[src/design/sfbfe_pkg.sv]
package sfbfe_pkg;

	// clock and timing
	localparam int CLK_MHZ         = 100;
	localparam int SW_RESET_NS     = 10000;
	localparam int HW_RESET_MIN_NS = 1000;
	// least times, rounded up to whole cycles
	localparam int SW_RESET_CYCLES =
		(SW_RESET_NS * CLK_MHZ + 999) / 1000;
	localparam int HW_RESET_CYCLES =
		(HW_RESET_MIN_NS * CLK_MHZ + 999) / 1000;
	localparam int CNT_W           = 16;

	// opcodes
	localparam logic [7:0] OP_READ_DUAL_OUT  = 8'h3b;
	localparam logic [7:0] OP_READ_DUAL_IO   = 8'hbb;
	localparam logic [7:0] OP_READ_QUAD_OUT  = 8'h6b;
	localparam logic [7:0] OP_READ_QUAD_IO   = 8'heb;
	localparam logic [7:0] OP_ENTER_FOUR     = 8'h38;
	localparam logic [7:0] OP_EXIT_FOUR      = 8'hff;
	localparam logic [7:0] OP_RESET_ENABLE   = 8'h66;
	localparam logic [7:0] OP_RESET          = 8'h99;

	// lane widths and phase lengths
	localparam logic [2:0] LANE1      = 3'h1;
	localparam logic [2:0] LANE2      = 3'h2;
	localparam logic [2:0] LANE4      = 3'h4;
	localparam logic [3:0] BYTE_BITS  = 4'h8;
	localparam logic [2:0] ADDR_BYTES = 3'h3;
	localparam logic [2:0] ADDR_MODE  = 3'h4;
	localparam logic [3:0] DUMMY_LONG = 4'h8;
	localparam logic [3:0] DUMMY_QIO  = 4'h4;
	localparam logic [3:0] DUMMY_NONE = 4'h0;

	// pin values
	localparam logic [3:0] OE_FLOAT   = 4'hf;
	localparam logic [3:0] OE_SINGLE  = 4'hd;
	localparam logic [3:0] OE_DUAL    = 4'hc;
	localparam logic [3:0] OE_QUAD    = 4'h0;
	localparam logic [3:0] IO_IDLE    = 4'h0;
	localparam logic [7:0] FILL_BYTE  = 8'hff;

	// transmit buffer
	localparam int FIFO_WIDTH = 8;
	localparam int FIFO_DEPTH = 16;

	typedef enum logic [2:0] {
		ST_OPCODE   = 3'b000,
		ST_ADDR     = 3'b001,
		ST_DUMMY    = 3'b010,
		ST_DATA_IN  = 3'b011,
		ST_DATA_OUT = 3'b100,
		ST_IGNORE   = 3'b101
	} sfbfe_state_type;

endpackage

[src/design/sfbfe_top.sv]
// What this block does
// - modes 0 and 3: capture on rising clock, update outputs on falling.
// - a clock cycle spans falling edge to falling edge; first from select.
// - dual read opcodes use lines 0 and 1 as two-way data in serial mode, all four lines in four-wire mode.
// - quad read opcodes use four lines, write-protect and pause pins too.
// - quad read opcodes accepted only with quad enable set.
// - enter and exit opcodes switch to and from four-wire mode.
// - four-wire mode opcode in two clocks, serial mode in eight.
// - power-up and software reset leave serial mode active.
// - four-wire mode entry needs quad enable set.
// - pause works only with select low, never in quad operation.
// - pause starts on pin fall if clock low, else after clock fall.
// - pause ends on pin rise if clock low, else after clock fall.
// - while paused outputs float, inputs and clock ignored, state kept.
// - reset-enable then reset opcode back to back resets to power-on.
// - software reset takes 10 us and rejects commands meanwhile.
// - pin select 0 gives pause, 1 gives active-low hardware reset.
// - reset pin low for 1 us resets, aborts, blocks commands while low.
// - with quad enable set the shared pin is only data line 3.
// - dedicated reset pin works whatever select and quad enable are.
// - hardware reset overrides every other input and operation.
`timescale 1ns/1ps

module sfbfe_fifo #(
	parameter int WIDTH = 8,
	parameter int DEPTH = 16
) (
	input  wire logic             i_clk,
	input  wire logic             i_rst,
	// fill side
	input  wire logic [WIDTH-1:0] i_in_data,
	input  wire logic             i_in_valid,
	output logic                  o_in_ready,
	// drain side
	output logic      [WIDTH-1:0] o_out_data,
	output logic                  o_out_valid,
	input  wire logic             i_out_ready
);
	localparam int AW = $clog2(DEPTH);
	localparam int CW = AW + 1;

	logic [WIDTH-1:0] mem [DEPTH];
	logic [AW-1:0]    wr_ptr;
	logic [AW-1:0]    rd_ptr;
	logic [CW-1:0]    count;
	logic [CW-1:0]    next_count;
	wire              push = i_in_valid & o_in_ready;
	wire              pop  = o_out_valid & i_out_ready;

	assign next_count = (push & ~pop) ? count + 1'b1 :
		(~push & pop) ? count - 1'b1 : count;
	assign o_out_data = mem[rd_ptr];

	always_ff @(posedge i_clk) begin
		if (push) begin
			mem[wr_ptr] <= i_in_data;
		end
	end

	always_ff @(posedge i_clk) begin
		if (i_rst) begin
			wr_ptr      <= '0;
			rd_ptr      <= '0;
			count       <= '0;
			o_in_ready  <= 1'b1;
			o_out_valid <= 1'b0;
		end else begin
			wr_ptr      <= push ? wr_ptr + 1'b1 : wr_ptr;
			rd_ptr      <= pop ? rd_ptr + 1'b1 : rd_ptr;
			count       <= next_count;
			o_in_ready  <= next_count != CW'(DEPTH);
			o_out_valid <= next_count != '0;
		end
	end
endmodule // sfbfe_fifo

module sfbfe_top (
	input  wire logic       i_clk,
	input  wire logic       i_rst,
	// serial bus pins
	input  wire logic       i_cs_n,
	input  wire logic       i_sclk,
	input  wire logic [3:0] i_io,
	output logic      [3:0] o_io_out,
	output logic      [3:0] o_io_oe_n,
	input  wire logic       i_rst_pin_n,
	// configuration
	input  wire logic       i_quad_enable_bit,
	input  wire logic       i_pause_or_reset_pin_select,
	// received command stream
	output logic      [7:0] o_opcode,
	output logic            o_cmd_valid,
	output logic      [7:0] o_rx_byte,
	output logic            o_rx_valid,
	// read data to send
	input  wire logic [7:0] i_tx_data,
	input  wire logic       i_tx_valid,
	output logic            o_tx_ready,
	// status
	output logic            o_four_wire_instruction_mode,
	output logic            o_paused,
	output logic            o_sw_reset_busy,
	output logic            o_abort
);
	sfbfe_pkg::sfbfe_state_type state;

	logic                        sclk_q;
	logic [2:0]                  lane_w;
	logic [2:0]                  out_w;
	logic [3:0]                  bits;
	logic [7:0]                  sh;
	logic [2:0]                  left;
	logic [3:0]                  dummy;
	logic [7:0]                  txsh;
	logic [3:0]                  txleft;
	logic                        armed;
	logic [sfbfe_pkg::CNT_W-1:0] busy_cnt;
	logic [sfbfe_pkg::CNT_W-1:0] rst_cnt;
	logic [7:0]                  fifo_data;
	logic                        fifo_valid;

	wire four_wire_instruction_mode  = o_four_wire_instruction_mode;
	wire busy = o_sw_reset_busy;
	wire qe   = i_quad_enable_bit;

	// hardware reset: dedicated pin always, shared pin only if selected
	wire shared_rst = i_pause_or_reset_pin_select & ~qe & ~i_io[3];
	wire rst_low    = ~i_rst_pin_n | shared_rst;
	wire dev_reset  = rst_low &
		(rst_cnt == sfbfe_pkg::CNT_W'(sfbfe_pkg::HW_RESET_CYCLES - 1));

	// pause allowed only in single or dual serial work
	wire hold_ok = ~i_cs_n & ~qe & ~i_pause_or_reset_pin_select & ~four_wire_instruction_mode &
		(lane_w != sfbfe_pkg::LANE4) & (out_w != sfbfe_pkg::LANE4 |
		state != sfbfe_pkg::ST_DATA_OUT);

	wire active = ~i_cs_n & ~rst_low & ~o_paused;
	wire rise   = active & i_sclk & ~sclk_q;
	wire fall   = active & ~i_sclk & sclk_q;
	wire float_out = i_cs_n | rst_low | o_paused |
		(state != sfbfe_pkg::ST_DATA_OUT);

	// input shifting, one, two or four lanes per rising edge
	wire [7:0] rx_shift = (lane_w == sfbfe_pkg::LANE4) ? {sh[3:0], i_io} :
		(lane_w == sfbfe_pkg::LANE2) ? {sh[5:0], i_io[1:0]} :
		{sh[6:0], i_io[0]};
	wire [3:0] next_bits = bits + {1'b0, lane_w};
	wire       shifting  = (state == sfbfe_pkg::ST_OPCODE) |
		(state == sfbfe_pkg::ST_ADDR) | (state == sfbfe_pkg::ST_DATA_IN);
	wire       byte_done = rise & shifting &
		(next_bits == sfbfe_pkg::BYTE_BITS);

	// opcode decode
	wire [7:0] op       = rx_shift;
	wire is_dual_out    = op == sfbfe_pkg::OP_READ_DUAL_OUT;
	wire is_dual_io     = op == sfbfe_pkg::OP_READ_DUAL_IO;
	wire is_quad_out    = op == sfbfe_pkg::OP_READ_QUAD_OUT;
	wire is_quad_io     = op == sfbfe_pkg::OP_READ_QUAD_IO;
	wire is_quad        = is_quad_out | is_quad_io;
	wire is_read        = is_dual_out | is_dual_io | is_quad;
	wire op_reject      = busy | (is_quad & ~qe);
	wire [2:0] op_addr_w = four_wire_instruction_mode ? sfbfe_pkg::LANE4 :
		is_dual_io ? sfbfe_pkg::LANE2 :
		is_quad_io ? sfbfe_pkg::LANE4 : sfbfe_pkg::LANE1;
	wire [2:0] op_addr_n = (is_dual_io | is_quad_io) ?
		sfbfe_pkg::ADDR_MODE : sfbfe_pkg::ADDR_BYTES;
	wire [3:0] op_dummy = (is_dual_out | is_quad_out) ?
		sfbfe_pkg::DUMMY_LONG :
		is_quad_io ? sfbfe_pkg::DUMMY_QIO : sfbfe_pkg::DUMMY_NONE;
	wire [2:0] op_out_w = (four_wire_instruction_mode | is_quad) ? sfbfe_pkg::LANE4 :
		sfbfe_pkg::LANE2;

	// output shifting; an empty buffer sends fill bytes, never stalls
	wire       tx_load  = txleft == 4'h0;
	wire [7:0] tx_cur   = tx_load ? (fifo_valid ? fifo_data :
		sfbfe_pkg::FILL_BYTE) : txsh;
	wire       tx_pop   = fall & (state == sfbfe_pkg::ST_DATA_OUT) &
		tx_load & fifo_valid;
	wire [7:0] tx_next  = (out_w == sfbfe_pkg::LANE4) ? {tx_cur[3:0], 4'h0} :
		(out_w == sfbfe_pkg::LANE2) ? {tx_cur[5:0], 2'b00} :
		{tx_cur[6:0], 1'b0};
	wire [3:0] tx_left  = (tx_load ? sfbfe_pkg::BYTE_BITS : txleft) -
		{1'b0, out_w};
	wire [3:0] tx_pins  = (out_w == sfbfe_pkg::LANE4) ? tx_cur[7:4] :
		(out_w == sfbfe_pkg::LANE2) ? {2'b00, tx_cur[7:6]} :
		{2'b00, tx_cur[7], 1'b0};
	wire [3:0] tx_oe_n  = (out_w == sfbfe_pkg::LANE4) ? sfbfe_pkg::OE_QUAD :
		(out_w == sfbfe_pkg::LANE2) ? sfbfe_pkg::OE_DUAL :
		sfbfe_pkg::OE_SINGLE;

	sfbfe_fifo #(
		.WIDTH(sfbfe_pkg::FIFO_WIDTH),
		.DEPTH(sfbfe_pkg::FIFO_DEPTH)
	) u_tx_fifo (
		.i_clk      (i_clk),
		.i_rst      (i_rst),
		.i_in_data  (i_tx_data),
		.i_in_valid (i_tx_valid),
		.o_in_ready (o_tx_ready),
		.o_out_data (fifo_data),
		.o_out_valid(fifo_valid),
		.i_out_ready(tx_pop)
	);

	always_ff @(posedge i_clk) begin
		if (i_rst) begin
			sclk_q  <= 1'b0;
			rst_cnt <= '0;
			o_abort <= 1'b0;
		end else begin
			sclk_q  <= i_sclk;
			o_abort <= dev_reset;
			if (!rst_low) begin
				rst_cnt <= '0;
			end else if (!dev_reset &&
				rst_cnt != sfbfe_pkg::CNT_W'(sfbfe_pkg::HW_RESET_CYCLES)) begin
				rst_cnt <= rst_cnt + 1'b1;
			end else if (dev_reset) begin
				rst_cnt <= rst_cnt + 1'b1;
			end
		end
	end

	// pause follows the pin only while the clock is low
	always_ff @(posedge i_clk) begin
		if (i_rst || !hold_ok) begin
			o_paused <= 1'b0;
		end else if (!i_sclk) begin
			o_paused <= ~i_io[3];
		end
	end

	always_ff @(posedge i_clk) begin
		if (i_rst || dev_reset) begin
			o_four_wire_instruction_mode <= 1'b0;
			armed           <= 1'b0;
			busy_cnt        <= '0;
			o_sw_reset_busy <= 1'b0;
		end else begin
			if (busy) begin
				busy_cnt        <= busy_cnt - 1'b1;
				o_sw_reset_busy <= busy_cnt != sfbfe_pkg::CNT_W'(1);
			end
			if (byte_done && state == sfbfe_pkg::ST_OPCODE && !busy) begin
				armed <= op == sfbfe_pkg::OP_RESET_ENABLE;
				if (op == sfbfe_pkg::OP_ENTER_FOUR && qe) begin
					o_four_wire_instruction_mode <= 1'b1;
				end
				if (op == sfbfe_pkg::OP_EXIT_FOUR) begin
					o_four_wire_instruction_mode <= 1'b0;
				end
				if (op == sfbfe_pkg::OP_RESET && armed) begin
					o_four_wire_instruction_mode <= 1'b0;
					busy_cnt        <= sfbfe_pkg::CNT_W'(
						sfbfe_pkg::SW_RESET_CYCLES);
					o_sw_reset_busy <= 1'b1;
				end
			end
		end
	end

	always_ff @(posedge i_clk) begin
		if (i_rst || dev_reset) begin
			state  <= sfbfe_pkg::ST_OPCODE;
			lane_w <= sfbfe_pkg::LANE1;
		end else if (i_cs_n || rst_low) begin
			state  <= sfbfe_pkg::ST_OPCODE;
			lane_w <= four_wire_instruction_mode ? sfbfe_pkg::LANE4 : sfbfe_pkg::LANE1;
		end else if (byte_done) begin
			case (state)
				sfbfe_pkg::ST_OPCODE: begin
					if (op_reject) begin
						state <= sfbfe_pkg::ST_IGNORE;
					end else if (is_read) begin
						state  <= sfbfe_pkg::ST_ADDR;
						lane_w <= op_addr_w;
					end else if (op == sfbfe_pkg::OP_ENTER_FOUR ||
						op == sfbfe_pkg::OP_EXIT_FOUR ||
						op == sfbfe_pkg::OP_RESET_ENABLE ||
						op == sfbfe_pkg::OP_RESET) begin
						state <= sfbfe_pkg::ST_IGNORE;
					end else begin
						state <= sfbfe_pkg::ST_DATA_IN;
					end
				end
				sfbfe_pkg::ST_ADDR: begin
					if (left == 3'h1) begin
						state <= (dummy == sfbfe_pkg::DUMMY_NONE) ?
							sfbfe_pkg::ST_DATA_OUT : sfbfe_pkg::ST_DUMMY;
					end
				end
				default: begin
					state <= state;
				end
			endcase
		end else if (rise && state == sfbfe_pkg::ST_DUMMY && dummy == 4'h1) begin
			state <= sfbfe_pkg::ST_DATA_OUT;
		end
	end

	always_ff @(posedge i_clk) begin
		if (i_rst) begin
			bits        <= '0;
			sh          <= '0;
			left        <= '0;
			dummy       <= '0;
			out_w       <= sfbfe_pkg::LANE1;
			o_opcode    <= '0;
			o_cmd_valid <= 1'b0;
			o_rx_byte   <= '0;
			o_rx_valid  <= 1'b0;
		end else begin
			o_cmd_valid <= 1'b0;
			o_rx_valid  <= 1'b0;
			if (i_cs_n || rst_low) begin
				bits  <= '0;
				out_w <= sfbfe_pkg::LANE1;
			end else if (rise && shifting) begin
				sh   <= rx_shift;
				bits <= byte_done ? 4'h0 : next_bits;
			end else if (rise && state == sfbfe_pkg::ST_DUMMY) begin
				dummy <= dummy - 1'b1;
			end
			if (byte_done && state == sfbfe_pkg::ST_OPCODE) begin
				o_opcode    <= op;
				o_cmd_valid <= ~op_reject;
				left        <= op_addr_n;
				dummy       <= op_dummy;
				out_w       <= op_out_w;
			end else if (byte_done) begin
				o_rx_byte  <= rx_shift;
				o_rx_valid <= 1'b1;
				left       <= left - 1'b1;
			end
		end
	end

	// data lines change only on the falling clock edge
	always_ff @(posedge i_clk) begin
		if (i_rst) begin
			txsh      <= '0;
			txleft    <= '0;
			o_io_out  <= sfbfe_pkg::IO_IDLE;
			o_io_oe_n <= sfbfe_pkg::OE_FLOAT;
		end else begin
			if (state != sfbfe_pkg::ST_DATA_OUT) begin
				txleft <= '0;
			end else if (fall) begin
				txsh     <= tx_next;
				txleft   <= tx_left;
				o_io_out <= tx_pins;
			end
			if (float_out) begin
				o_io_oe_n <= sfbfe_pkg::OE_FLOAT;
			end else if (fall) begin
				o_io_oe_n <= tx_oe_n;
			end
		end
	end
endmodule // sfbfe_top

[config.mk]
export PLATFORM = sky130hd
export DESIGN_NAME = sfbfe_top
export DESIGN_NICKNAME = d
export VERILOG_FILES = /design/src/design/sfbfe_pkg.sv /design/src/design/sfbfe_top.sv
export SDC_FILE = /design/constraint.sdc
export NUM_CORES = 1
export LEC_CHECK = 0
export ABC_AREA = 1
export BUFFER_PORTS_ARGS = -buffer_cell sky130_fd_sc_hd__buf_2
export CAP_MARGIN = 20
export CORE_MARGIN = 3
export CORE_UTILIZATION = 58
export CTS_BUF_LIST = sky130_fd_sc_hd__clkbuf_4 sky130_fd_sc_hd__clkbuf_8
export DETAILED_ROUTE_END_ITERATION = 10
export GPL_TIMING_DRIVEN = 0
export PLACE_DENSITY = 0.79
export REMOVE_ABC_BUFFERS = 1
export SYNTH_ARGS = -nofsm -noshare
export SYNTH_HDL_FRONTEND = slang
export SYNTH_SLANG_ARGS = --single-unit
[constraint.sdc]
create_clock -name i_clk -period 2 [get_ports i_clk]
set_input_delay 0.1 -clock i_clk [delete_from_list [all_inputs] [get_ports i_clk]]
set_output_delay 0.1 -clock i_clk [all_outputs]
set_load 0.02 [all_outputs]
Word-level counts from Yosys, hierarchy flattened
Memories as Yosys holds them, arrays and structs flattened. A register that Yosys moved wholly into a read port is not among the register bits.
Cells that the tools add are included.
- add/sub/neg operators: 10
- equality and inequality tests: 31
- muxes and demuxes: 59
- bitwise gates (word level): 54
- reduce and logical (&&, ||, !) cells: 44
- operator list (operator ; count):
    16-bit 2-to-1 mux ; 5
    3-bit 2-to-1 mux ; 23
    8-bit 2-to-1 mux ; 6
    4-bit 2-to-1 mux ; 11
    8-bit equality test (second input constant) ; 4
    1-bit bitwise AND ; 24
    16-bit by 1-bit adder with 16-bit output (second input constant) ; 1
    16-bit by 7-bit equality test with 1-bit output (second input constant) ; 1
    8-bit by 6-bit equality test with 1-bit output (second input constant) ; 2
    8-bit by 7-bit equality test with 1-bit output (second input constant) ; 2
    16-bit by 1-bit inequality test with 1-bit output (second input constant) ; 1
    16-bit by 7-bit inequality test with 1-bit output (second input constant) ; 1
    1-bit inverter ; 16
    2-bit nonzero test ; 8
    16-bit by 1-bit subtractor with 16-bit output (second input constant) ; 1
    1-bit bitwise OR ; 14
    2-bit OR reduction ; 7
    3-bit by 2-bit equality test with 1-bit output (second input constant) ; 4
    1-bit 2-to-1 mux ; 11
    5-bit 2-to-1 mux ; 2
    3-bit equality test (second input constant) ; 3
    3-bit inequality test (second input constant) ; 3
    4-bit by 1-bit adder with 4-bit output (second input constant) ; 2
    1-bit logical AND ; 8
    other kinds (24) ; 38
- register bits after elaboration: 118
- memory bits (writable): 128
- input bits: 20
- output and inout bits: 31
- logic and storage cells: 227
- memories kept: 1
- memories (name ; words ; bits a word ; rd ports ; clocked after memory_dff ; write ports ; line ; RTL):
    u_tx_fifo.mem ; 16 ; 8 ; 1 ; 1 ; 1 ; sfbfe_top.sv:42 ; logic [WIDTH-1:0] mem [DEPTH];

Depth between registers and ports, before layout
Gate-level depths: netlist of run 1.
- depth after elaboration: 17
- mapped depth: 17
- depth with buffers taken out: 16

Modules after synthesis
A second synthesis of run 1 with hierarchy kept.
- cells, all modules: 1278
- area, all modules: 11369.7 um2
- modules (own cells, without submodules) (module ; instances ; cells an instance ; area each (um2) ; seq. area each (um2)):
    sfbfe_fifo ; 1 ; 548 ; 6203.4 ; 4224.1
    sfbfe_top ; 1 ; 730 ; 5166.2 ; 2021.9

Worst setup path before layout of run 1
OpenSTA, ideal clock, no wires.
- kind: register to register
- start: register lane_w[0]
- end: register o_rx_byte[4]
- library setup time: 0.119 ns
- arrival: 2.077 ns
- data required time: 1.881 ns
- setup slack: -0.196 ns
- cell stages (with the launch flop): 12
- buffers on the path: 1
- clock period less this slack: 2.196 ns
- cells stage by stage: dfxtp_1 ha_1 inv_1 fa_1 nand2_1 nor2_1 nand2_2 nor2_4 inv_2 buf_2 o21ai_0 a21oi_1
- cells in the longest elaborated chain, start to end: 6
- elaborated cells between the ends (all ways): 10
- those cells by class: 1 x add/sub; 3 x eq/ne; 2 x mux; 2 x bitwise; 2 x reduce/logical
- ends and longest elaborated chain (element ; line ; RTL):
    start, declared ; sfbfe_top.sv:108 ; logic [2:0] lane_w;
    start signal, assigned ; sfbfe_top.sv:265 ; lane_w <= sfbfe_pkg::LANE1;
    start signal, assigned ; sfbfe_top.sv:268 ; lane_w <= four_wire_instruction_mode ? sfbfe_pkg::LANE4 : sfbfe_pkg::LANE1;
    start signal, assigned ; sfbfe_top.sv:276 ; lane_w <= op_addr_w;
    4-bit by 3-bit adder with 4-bit output ; sfbfe_top.sv:147 ; wire [3:0] next_bits = bits + {1'b0, lane_w};
    4-bit equality test ; sfbfe_top.sv:151 ; (next_bits == sfbfe_pkg::BYTE_BITS);
    1-bit bitwise AND ; sfbfe_top.sv:150 ; wire byte_done = rise & shifting &
    1-bit logical AND ; sfbfe_top.sv:324 ; if (byte_done && state == sfbfe_pkg::ST_OPCODE) begin
    1-bit inverter (no source line) ; -- ;
    2-bit AND reduction (no source line) ; -- ;
    end signal, assigned ; sfbfe_top.sv:331 ; o_rx_byte <= rx_shift;
    end, declared ; sfbfe_top.sv:93 ; output logic [7:0] o_rx_byte,
Parallel ways exist; a longest one is shown, timed or not.
A chain may end at the register's enable or synchronous reset.

Worst setup path after layout of run 1
- start: register state[2]
- end: register busy_cnt[1] (netlist name)
- cells in the longest elaborated chain, start to end: 8
- elaborated cells between the ends (all ways): 10
- those cells by class: 2 x eq/ne; 1 x mux; 4 x bitwise; 3 x reduce/logical
- ends and longest elaborated chain (element ; line ; RTL):
    start, declared ; sfbfe_top.sv:105 ; sfbfe_pkg::sfbfe_state_type state;
    start signal, assigned ; sfbfe_top.sv:264 ; state <= sfbfe_pkg::ST_OPCODE;
    start signal, assigned ; sfbfe_top.sv:267 ; state <= sfbfe_pkg::ST_OPCODE;
    start signal, assigned ; sfbfe_top.sv:273 ; state <= sfbfe_pkg::ST_IGNORE;
    3-bit by 1-bit equality test with 1-bit output or 3-bit zero test (tied branches) ; sfbfe_top.sv:149, sfbfe_top.sv:148, sfbfe_top.sv:244 ;
    1-bit bitwise OR ; sfbfe_top.sv:148 ; wire shifting = (state == sfbfe_pkg::ST_OPCODE) |
    1-bit bitwise OR ; sfbfe_top.sv:149 ; (state == sfbfe_pkg::ST_ADDR) | (state == sfbfe_pkg::ST_DATA_IN);
    1-bit bitwise AND (2 in series) ; sfbfe_top.sv:150 ;
    1-bit logical AND (*) (2 in series) ; sfbfe_top.sv:244 ; if (byte_done && state == sfbfe_pkg::ST_OPCODE && !busy) begin
    16-bit 2-to-1 mux (*) ; sfbfe_top.sv:244 ;
    end signal, assigned ; sfbfe_top.sv:241 ; busy_cnt <= busy_cnt - 1'b1;
    end signal, assigned ; sfbfe_top.sv:254 ; busy_cnt <= sfbfe_pkg::CNT_W'(
    end, declared ; sfbfe_top.sv:117 ; logic [sfbfe_pkg::CNT_W-1:0] busy_cnt;
Every way passes the cells marked *; elsewhere a longest branch is shown, timed or not.

==> results of run 1 <==
[layer usage]
layer	part of all wire	vias to the layer above	wire length [um]
met5	0	-	0
met3	0.068	84	1926
met1	0.39	4296	11000
li1	-	4409	-
met4	0.032	0	915
met2	0.51	420	14540
[registers in the layout (all words and copies together) (netlist names), 3 cells and up, named ones only]
signal            cells
o_io_out              4
o_io_oe_n             3
bits                  4
busy_cnt             16
u_tx_fifo.mem       128
txleft                4
lane_w                3
u_tx_fifo.count       5
left                  3
u_tx_fifo.rd_ptr      4
o_opcode              8
txsh                  7
dummy                 4
u_tx_fifo.wr_ptr      4
sh                    7
o_rx_byte             8
rst_cnt              16
out_w                 3
state                 3
[per-stage QoR]
| step | hold WS [ps] | instance area [um2] | utilization |
|---|---|---|---|
| after global placement | 408.0 | 11450 | 0.6223 |
| after detailed placement | 425.6 | 11490 | 0.6246 |
| after floorplan | 169.1 | 10910 | - |
| final | 43.26 | 13500 | 0.7337 |
| after CTS | 29.88 | 12950 | 0.7039 |
| after global routing | 77.76 | 13500 | 0.7337 |
[repair_timing]
| item | CTS | global route |
|---|---|---|
| hold buffers | 16 | 0 |
| gates resized for setup | 73 | 101 |
| endpoints found under the hold margin | 139 | 0 |
| cloned | 2 | 5 |
| setup buffers | 25 | 16 |
| setup endpoints to repair | 183 | 192 |
| pin swaps | 22 | 24 |
[path summary, 6_finish.rpt]
kind,start,endpoint,slack [ps],depth (start not counted)
max,state[2]$_SDFFE_PP0P_,busy_cnt[1]$_SDFF_PP0_,-210,8
min,i_io[1],o_rx_byte[1]$_SDFFE_PP0P_,40,5
max reg2reg,state[2]$_SDFFE_PP0P_,busy_cnt[1]$_SDFF_PP0_,-210,8
min reg2reg,o_rx_byte[2]$_SDFFE_PP0P_,o_rx_byte[2]$_SDFFE_PP0P_,440,2
[power by group]
group          total, mW  switching (mW)  internal [mW]
sequential          5.45          0.0385           5.41
combinational      0.606           0.410          0.196
clock               4.49            2.01           2.47
total               10.5            2.46           8.08
[kinds of logic after synthesis]
| logic type | Yosys count | share of synthesized area |
|---|---|---|
| AO/OA/AOI/OAI | 247 | 0.1235 |
| buffers and inverters | 159 | 0.05706 |
| XOR/XNOR | 24 | 0.01894 |
| AND/OR/NAND/NOR | 519 | 0.2103 |
| adder cells (fa/ha/maj) | 23 | 0.02729 |
| flip-flops | 248 | 0.5629 |
[layout make-up]
type	instances	area (um2)	share of cell area
sequential	248	6270	0.4646
multi-input combinational	815	4695	0.3479
timing repair buffer	113	924.6	0.06851
clock buffer	59	768.2	0.05693
inverter	119	481.7	0.03569
tap	229	286.5	0.02123
clock inverter	12	65.06	0.004821
timing repair inverter	1	5.005	0.0003709
[layout by cell type (no fill, tap or decap), types with 13 or more instances in the layout]
| master | instances |
|---|---|
| a21oi_1 | 56 |
| buf_2 | 51 |
| buf_4 | 30 |
| clkbuf_8 | 52 |
| dfxtp_1 | 111 |
| dlygate4sd3_1 | 16 |
| edfxtp_1 | 128 |
| ha_1 | 19 |
| inv_1 | 105 |
| nand2_1 | 152 |
| nand2_2 | 14 |
| nand3_1 | 75 |
| nor2_1 | 168 |
| nor2_2 | 18 |
| nor2_4 | 24 |
| nor3_1 | 18 |
| o211ai_1 | 29 |
| o21ai_0 | 107 |
| o21ai_1 | 14 |
| xor2_1 | 13 |
[worst register-to-register path, delay by kind of cell, from the launching register on]
family,cells,cell delay (ps)
AND/OR/NAND/NOR,8,1690
flip-flops,1,400
==> results.cfg, run 1 <==
[timing]
max_clock_freq_mhz = 452.0
fin_ws_ps = -212.6
setup_tns_ps = -5674
finClkSkew_ps = 34.70
slew-limit-headroom = 0.4980
worst_pin_slew_ps = 747.3
rsz0062_at_grt = yes
setup_viol_count_final = 48
period_share = 1.106
maxSlewViolCount = 0
fin_crit_ps = 2213
hold_viol = 0

[synth]
synthArstFlopShare = 0
yosysTopAreaCell = edfxtp_1
syn-cell-area_mm2 = 0.01110
ys.flop_type = edfxtp_1
yosysWarningCount = 0
ys_ff_latch = 248
post-synth-top-count-cell = nor2_1
ys_top_cells_by_count = nor2_1 (204), nand2_1 (165), o21ai_0 (130)
seq_area_frac_synth = 0.5629
netlist.area_leader.share = 0.3464
synth_area_per_cell_um2 = 9.095
synth_edf_count = 128
synth_cell_types = 46
netlist_instances = 1220
synth_area_leaders = edfxtp_1 (35%), dfxtp_1 (22%), nor2_1 (6.9%)

[cells_and_area]
syn_to_final_growth_pct = 21.63
drive_above_1_share = 0.2246
antenna_cells = 0
nets = 1381
stdcell_count = 1596
fill_cells = 1257

[die]
rows = 49
start_util = 0.6033
pin_count = 51
die_area_mm2 = 0.02083
die_h_um = 144.3
die_w_um = 144.3
coreArea_mm2 = 0.01839

[pwr]
power_density_mw_per_mm2 = 781.1
vdd_drop_max_uv = 732.1
power.leakage_nw = 5.162
power_mw = 10.54

[grt]
antenna_found_initial = 0
grt_overflow_total = 0
grt_max_degree = 65
grt_usage = 0.2500
grt_most_used_layer = met2
grtUsageMet3 = 0.04530
grt_pass1_wl_um = 41750
gr-usage-met2 = 0.4448
grt_pass1_vias = 8576
grt_use_met1 = 0.3053

[routing]
num_vias = 9209
vias_per_cell = 5.770
avgRoutedWirePerCell_um = 17.78
first_pass_iters = 6
totalWireLength_um = 28380
ant_nets = 0
drt_iter0_markers = 806
remaining_drc_errors = 0

[setup_path]
cp_top_family = simple AND/OR/NAND/NOR gates
crit_chain = nor4_4, nand3_4, nor2_4, nand3_4, nor2_4, nand4_4, nand2_4, nor2_1
worstPathArrival_ps = 2630
path_max_fanout = 16
critPathBufInv = 0
critPathLaunchType = flop
slowest_delay_ps = 400
setup.worst_path.end_class = flop
slowest_stage = dfxtp_1
criticalPathCategory = reg -> reg
cp.required_ps = 2420

[worst_hold_path]
min_path_type = in -> reg

[placed_design]
post-dp-hpwl_um = 16250
gp_congestion = 0.9288
portBuffers = 50
pre_cts_slack_ps = -898.4
dp.cells = 1461

[clocking]
root_buffer = clkbuf_8
path_clk_slew_ps = 70
cts_tree = built
clkLatencyLatePin_ps = 550
cts.sinks = 248
clockBufferDepth = 3
htreeDepth = 2
cts_made_buffers = 40

[status]
status = finished, violations left
failed_checks = negative setup slack

[flow_run]
maxCapViolCount = 0
No activity file was read; power rests on OpenSTA's default activity.
==> inputs of run 2 (changes only) <==
Settings changed: BUFFER_PORTS_ARGS -buffer_cell sky130_fd_sc_hd__buf_2 to not set, CORE_UTILIZATION 58 to 60, DONT_BUFFER_PORTS set to 1.
==> results.cfg, run 2 (synthesis gave the netlist of run 1 again) <==
[status]
status = finished, violations left
failed_checks = negative hold slack, negative setup slack

[setup_path]
rr_worst_depth = 12
critPathLaunchType = flop
critPathBufInv = 4
reg2reg_to = out_w[1]$_SDFFE_PP0P_
crit_chain = ha_4, inv_2, fa_2, nand2_2, nor2_4, nand3_4, buf_12, buf_8, nor2_4, buf_6, a21oi_2, a21oi_2
r2r_setup_slack_ps = -390
slowest_delay_ps = 550
reg2reg_from = bits[0]$_SDFFE_PP0N_
setup.worst_path.end_class = flop
cp.required_ps = 2470
cp_top_family = adder cells
path_max_fanout = 4
criticalPathCategory = reg -> reg
worstPathArrival_ps = 2860
slowest_stage = fa_2

[timing]
maxSlewViolCount = 0
finClkSkew_ps = 26.96
worst_pin_slew_ps = 825.8
hold_viol = 1
hold_slack_ps = -3.761
setup_viol_count_final = 53
max_clock_freq_mhz = 418.7
fin_crit_ps = 2388
fin_ws_ps = -388.3
period_share = 1.194
rsz0062_at_grt = yes
slew-limit-headroom = 0.4452
setup_tns_ps = -11430

[clocking]
cts_tree = built
htreeDepth = 2
clkLatencyLatePin_ps = 560
root_buffer = clkbuf_8
cts.sinks = 248
path_clk_slew_ps = 70
clockBufferDepth = 3
cts_made_buffers = 40

[die]
coreArea_mm2 = 0.01809
die_w_um = 142.0
start_util = 0.6135
die_area_mm2 = 0.02016
rows = 49
die_h_um = 142.0
pin_count = 51

[routing]
first_pass_iters = 7
drt_iter0_markers = 1035
num_vias = 9626
ant_nets = 0
avgRoutedWirePerCell_um = 20.45
vias_per_cell = 6.092
remaining_drc_errors = 0
totalWireLength_um = 32310

[worst_hold_path]
min_path_type = in -> reg
hp-start = i_io[3]
hold-path-endpoint = o_opcode[3]$_SDFFE_PP0P_
worstHoldPathCells = 5

[pwr]
p_int_mw = 8.099
switching_share = 0.2367
p_comb_frac = 0.062
power_mw = 10.61
power.leakage_nw = 5.168
switchingPower_mw = 2.512
power_density_mw_per_mm2 = 765.2
vdd_drop_max_uv = 595.2
p_clk_frac = 0.424
p_seq_frac = 0.514

[grt]
grt_usage = 0.2763
grt_pass1_vias = 8918
grt_overflow_total = 0
antenna_found_initial = 1
grt_max_degree = 65
grt_pass1_wl_um = 44680

[cells_and_area]
largest-register = u_tx_fifo.mem
final_area_mm2 = 0.01387
stdcell_count = 1580
largest_registers = u_tx_fifo.mem: 128 flops, busy_cnt: 16 flops, rst_cnt: 16 flops
syn_to_final_growth_pct = 24.98
nets = 1362
final_common_cell = nor2_1
drive_above_1_share = 0.2437
largest_reg_flops = 128
final_cell_mix = nor2_1 (163), nand2_1 (134), edfxtp_1 (128), dfxtp_1 (109), inv_1 (105)
fill_cells = 1066

[placed_design]
placed_cell_area_mm2 = 0.01127
portBuffers = 0
gp_congestion = 0.8812
dp.cells = 1412
post-dp-hpwl_um = 16270

[flow_run]
maxCapViolCount = 0
run 2: cell count changes in the layout (fill, tap and decap cells not counted), moves of 11 or more:
cell	delta
buf_2	-51
nand2_4	+14
buf_6	+13
clkbuf_4	+12
nand2_1	-18
buf_4	+11
run 2: what timing repair did:
item | in CTS | in global routing
setup endpoints to repair | 192 | 169
pin swaps | 31 | 42
gates cloned | 2 | 2
hold buffers | 24 | 0
buffers inserted | 37 | 30
gates resized for setup | 148 | 127
hold endpoints to repair | 183 | 0
run 2: worst max-delay path by stage:
stage | start | endpoint | slack, ps | cells after the start
final | bits[0]$_SDFFE_PP0N_ | out_w[1]$_SDFFE_PP0P_ | -390 | 12
after global routing | bits[0]$_SDFFE_PP0N_ | out_w[1]$_SDFFE_PP0P_ | -420 | 12
after CTS | bits[0]$_SDFFE_PP0N_ | out_w[1]$_SDFFE_PP0P_ | -240 | 12
after detailed placement | lane_w[1]$_SDFFE_PP0P_ | busy_cnt[15]$_SDFF_PP0_ | -750 | 9
after global placement | flop | o_io_out[0]$_SDFFE_PP0N_ | -2390 | 11
after floorplan | flop | txsh[5]$_SDFFE_PP0N_ | -860 | 11
run 2: final cells by class:
class | instances | area, um2 | area share
inverters | 119 | 485.5 | 0.03501
clock buffers | 66 | 783.3 | 0.05648
repair buffers | 94 | 988.4 | 0.07128
clock inverters | 7 | 38.79 | 0.002797
well taps | 229 | 286.5 | 0.02066
multi-input cells | 815 | 5002 | 0.3607
flip-flops and latches | 248 | 6272 | 0.4523
diodes | 1 | 2.502 | 0.0001805
repair inverters | 1 | 7.507 | 0.0005414
run 2: worst min-delay path: cells and delay by family:
family,cells,cell delay (ps)
buffers and inverters,2,220
AO/OA/AOI/OAI,1,60
AND/OR/NAND/NOR,2,140
run 2: metal layers:
metal	global-route usage	vias to the layer above	share of wire
li1	-	4371	-
met1	0.3229	4545	0.35
met2	0.4979	548	0.52
met3	0.05007	162	0.072
met4	0.1187	0	0.053
met5	0	-	0
run 2: power by group through the flow:
| stage | clock (mW) | sequential, mW | combinational, mW |
|---|---|---|---|
| 2_1_floorplan | 0 | 5.56 | 0.294 |
| 3_3_place_gp | 0 | 5.56 | 0.384 |
| 3_5_place_dp | 0 | 5.57 | 0.402 |
| 4_1_cts | 4.47 | 5.45 | 0.556 |
| 5_1_grt | 4.77 | 5.46 | 0.705 |
| 6_report | 4.50 | 5.45 | 0.656 |
run 2: through the flow:
stage / utilization / setup WS, ps
final: 0.7667 / -388.3
after global routing: 0.7667 / -420.9
after CTS: 0.7256 / -235.6
after detailed placement: 0.6229 / -746.0
after global placement: 0.6190 / -2387
after floorplan: - / -864.8
==> inputs of run 3 (changes only) <==
Settings changed: CORE_UTILIZATION 60 to 55, CTS_CLUSTER_SIZE set to 24, PLACE_DENSITY 0.79 to 0.75.
==> results.cfg, run 3 (synthesis gave the netlist of run 1 again) <==
[clocking]
root_buffer = clkbuf_8
cts_tree = built
clockBufferDepth = 3
clkLatencyLatePin_ps = 550
cts.sinks = 248
cts_made_buffers = 42
path_clk_slew_ps = 60
htreeDepth = 2

[timing]
setup_viol_count_final = 54
fin_ws_ps = -257.0
rsz0062_at_grt = yes
maxSlewViolCount = 0
hold_viol = 0
fin_crit_ps = 2257
finClkSkew_ps = 18.54
max_clock_freq_mhz = 443.1
setup_tns_ps = -8065
worst_pin_slew_ps = 883.3
slew-limit-headroom = 0.4092
period_share = 1.129

[cells_and_area]
final_common_cell = nor2_1
fill_cells = 1379
seqCellArea_mm2 = 0.006274
multi_input_area_mm2 = 0.004882
final_cell_mix = nor2_1 (173), nand2_1 (138), edfxtp_1 (128), dfxtp_1 (110), inv_1 (106)
drive_above_1_share = 0.2106
largest_registers = u_tx_fifo.mem: 128 flops, busy_cnt: 16 flops, rst_cnt: 16 flops
largest_reg_flops = 128
largest-register = u_tx_fifo.mem
antenna_cells = 0
nets = 1358
syn_to_final_growth_pct = 23.65

[status]
failed_checks = negative setup slack
status = finished, violations left

[setup_path]
rr_worst_depth = 10
cp.required_ps = 2430
criticalPathCategory = reg -> reg
reg2reg_from = lane_w[0]$_SDFFE_PP1P_
crit_top_cell = nor2_4
worstPathArrival_ps = 2690
slowest_stage = fa_2
setup.worst_path.end_class = flop
r2r_setup_slack_ps = -260
slowest_delay_ps = 560
crit_chain = ha_4, inv_2, fa_2, nand2_2, nor2_4, nand3_4, nor2_4, nand4_4, nand2_8, nor2_1
critPathLaunchType = flop
reg2reg_to = busy_cnt[11]$_SDFF_PP0_
path_max_fanout = 6

[worst_hold_path]
hold-path-endpoint = out_w[2]$_SDFFE_PP0P_
worstHoldPathCells = 6
hp-start = i_io[0]
min_path_type = in -> reg

[pwr]
vdd_drop_max_uv = 598.6
power.leakage_nw = 5.087
switchingPower_mw = 2.469
p_seq_frac = 0.521
power_density_mw_per_mm2 = 762.6
p_comb_frac = 0.061
p_clk_frac = 0.418
switching_share = 0.2360
p_int_mw = 7.993

[die]
rows = 51
die_area_mm2 = 0.02191
die_w_um = 148.0
start_util = 0.5646
coreArea_mm2 = 0.01965
die_h_um = 148.0
pin_count = 51

[routing]
top_layer = met4
totalWireLength_um = 29150
remaining_drc_errors = 0
avgRoutedWirePerCell_um = 18.11
drt_iter0_markers = 828
ant_nets = 0
vias_per_cell = 5.766
wl_met2_um = 14980
wl_met3_um = 2116
first_pass_iters = 7
num_vias = 9278
met1_length_um = 10860

[flow_run]
maxCapViolCount = 0

[grt]
grt_pass1_vias = 8856
grt_usage = 0.2461
antenna_found_initial = 0
grt_overflow_total = 0
grt_pass1_wl_um = 43670
grt_max_degree = 65

[placed_design]
gp_congestion = 0.8744
pre_cts_slack_ps = -830.3
portBuffers = 0
post-dp-hpwl_um = 16330
run 3: cell types whose count changed in the layout (fill, tap and decap cells not counted), sizes merged, moves of 2 or more:
| cell | before | now |
|---|---|---|
| clkbuf | 67 | 60 |
| clkinv | 6 | 15 |
| dlygate4sd3 | 23 | 35 |
| buf | 70 | 48 |
| clkinvlp | 5 | 3 |
run 3: area by class of cell:
class / instances / share of cell area
clock inverter: 15 / 0.005563
sequential: 248 / 0.4573
timing repair buffer: 87 / 0.06676
inverter: 119 / 0.03602
timing repair inverter: 1 / 0.001186
multi-input combinational: 816 / 0.3559
tap: 265 / 0.02417
clock buffer: 58 / 0.05317
run 3: timing repair:
| action | CTS | global route |
|---|---|---|
| hold buffers | 36 | 2 |
| endpoints found under the hold margin | 198 | 14 |
| gates cloned | 3 | 4 |
| pin swaps | 14 | 42 |
| setup buffers | 22 | 23 |
| resized for setup | 75 | 151 |
| endpoints found under the setup margin | 207 | 177 |
run 3: how the worst max path moves through the flow:
stage,cells past startpoint,endpoint,slack [ps],startpoint
global route,12,lane_w[2]$_SDFFE_PP0P_,-320,bits[0]$_SDFFE_PP0N_
floorplan,11,txsh[5]$_SDFFE_PP0N_,-860,flop
global placement,11,txsh[5]$_SDFFE_PP0N_,-2580,flop
finish,10,busy_cnt[11]$_SDFF_PP0_,-260,lane_w[0]$_SDFFE_PP1P_
detailed placement,12,o_io_out[0]$_SDFFE_PP0N_,-830,flop
CTS,10,busy_cnt[15]$_SDFF_PP0_,-150,lane_w[0]$_SDFFE_PP1P_
run 3: worst max-delay path, delay by kind of cell (launching register included):
| family | cells | cell delay (ps) |
|---|---|---|
| adder cells (fa/ha/maj) | 2 | 690 |
| flip-flops | 1 | 360 |
| AND/OR/NAND/NOR | 7 | 1060 |
| buffers and inverters | 1 | 40 |
run 3: through the flow:
step             util  power (mW)  area (um2)  hold WS, ps  instances
2_1_floorplan       -       5.850       10910        169.1       1180
3_3_place_gp   0.5719       5.950       11240        175.9       1445
3_5_place_dp   0.5751       5.963       11300        180.4       1448
4_1_cts        0.6589       10.41       12950       -232.4       1582
5_1_grt        0.6981       10.82       13720        154.5       1609
6_report       0.6981       10.46       13720        122.2       1609
run 3: routing by layer:
metal,vias up,track usage
li1,4365,-
met1,4409,0.2870
met2,406,0.4385
met3,98,0.05334
met4,0,0.1044
met5,-,0
run 3: power groups by stage:
stage	Combinational [mW]	Sequential (mW)	Clock (mW)
4_1_cts	0.535	5.45	4.42
5_1_grt	0.693	5.45	4.68
2_1_floorplan	0.294	5.56	0
3_5_place_dp	0.396	5.57	0
3_3_place_gp	0.387	5.56	0
6_report	0.639	5.45	4.37
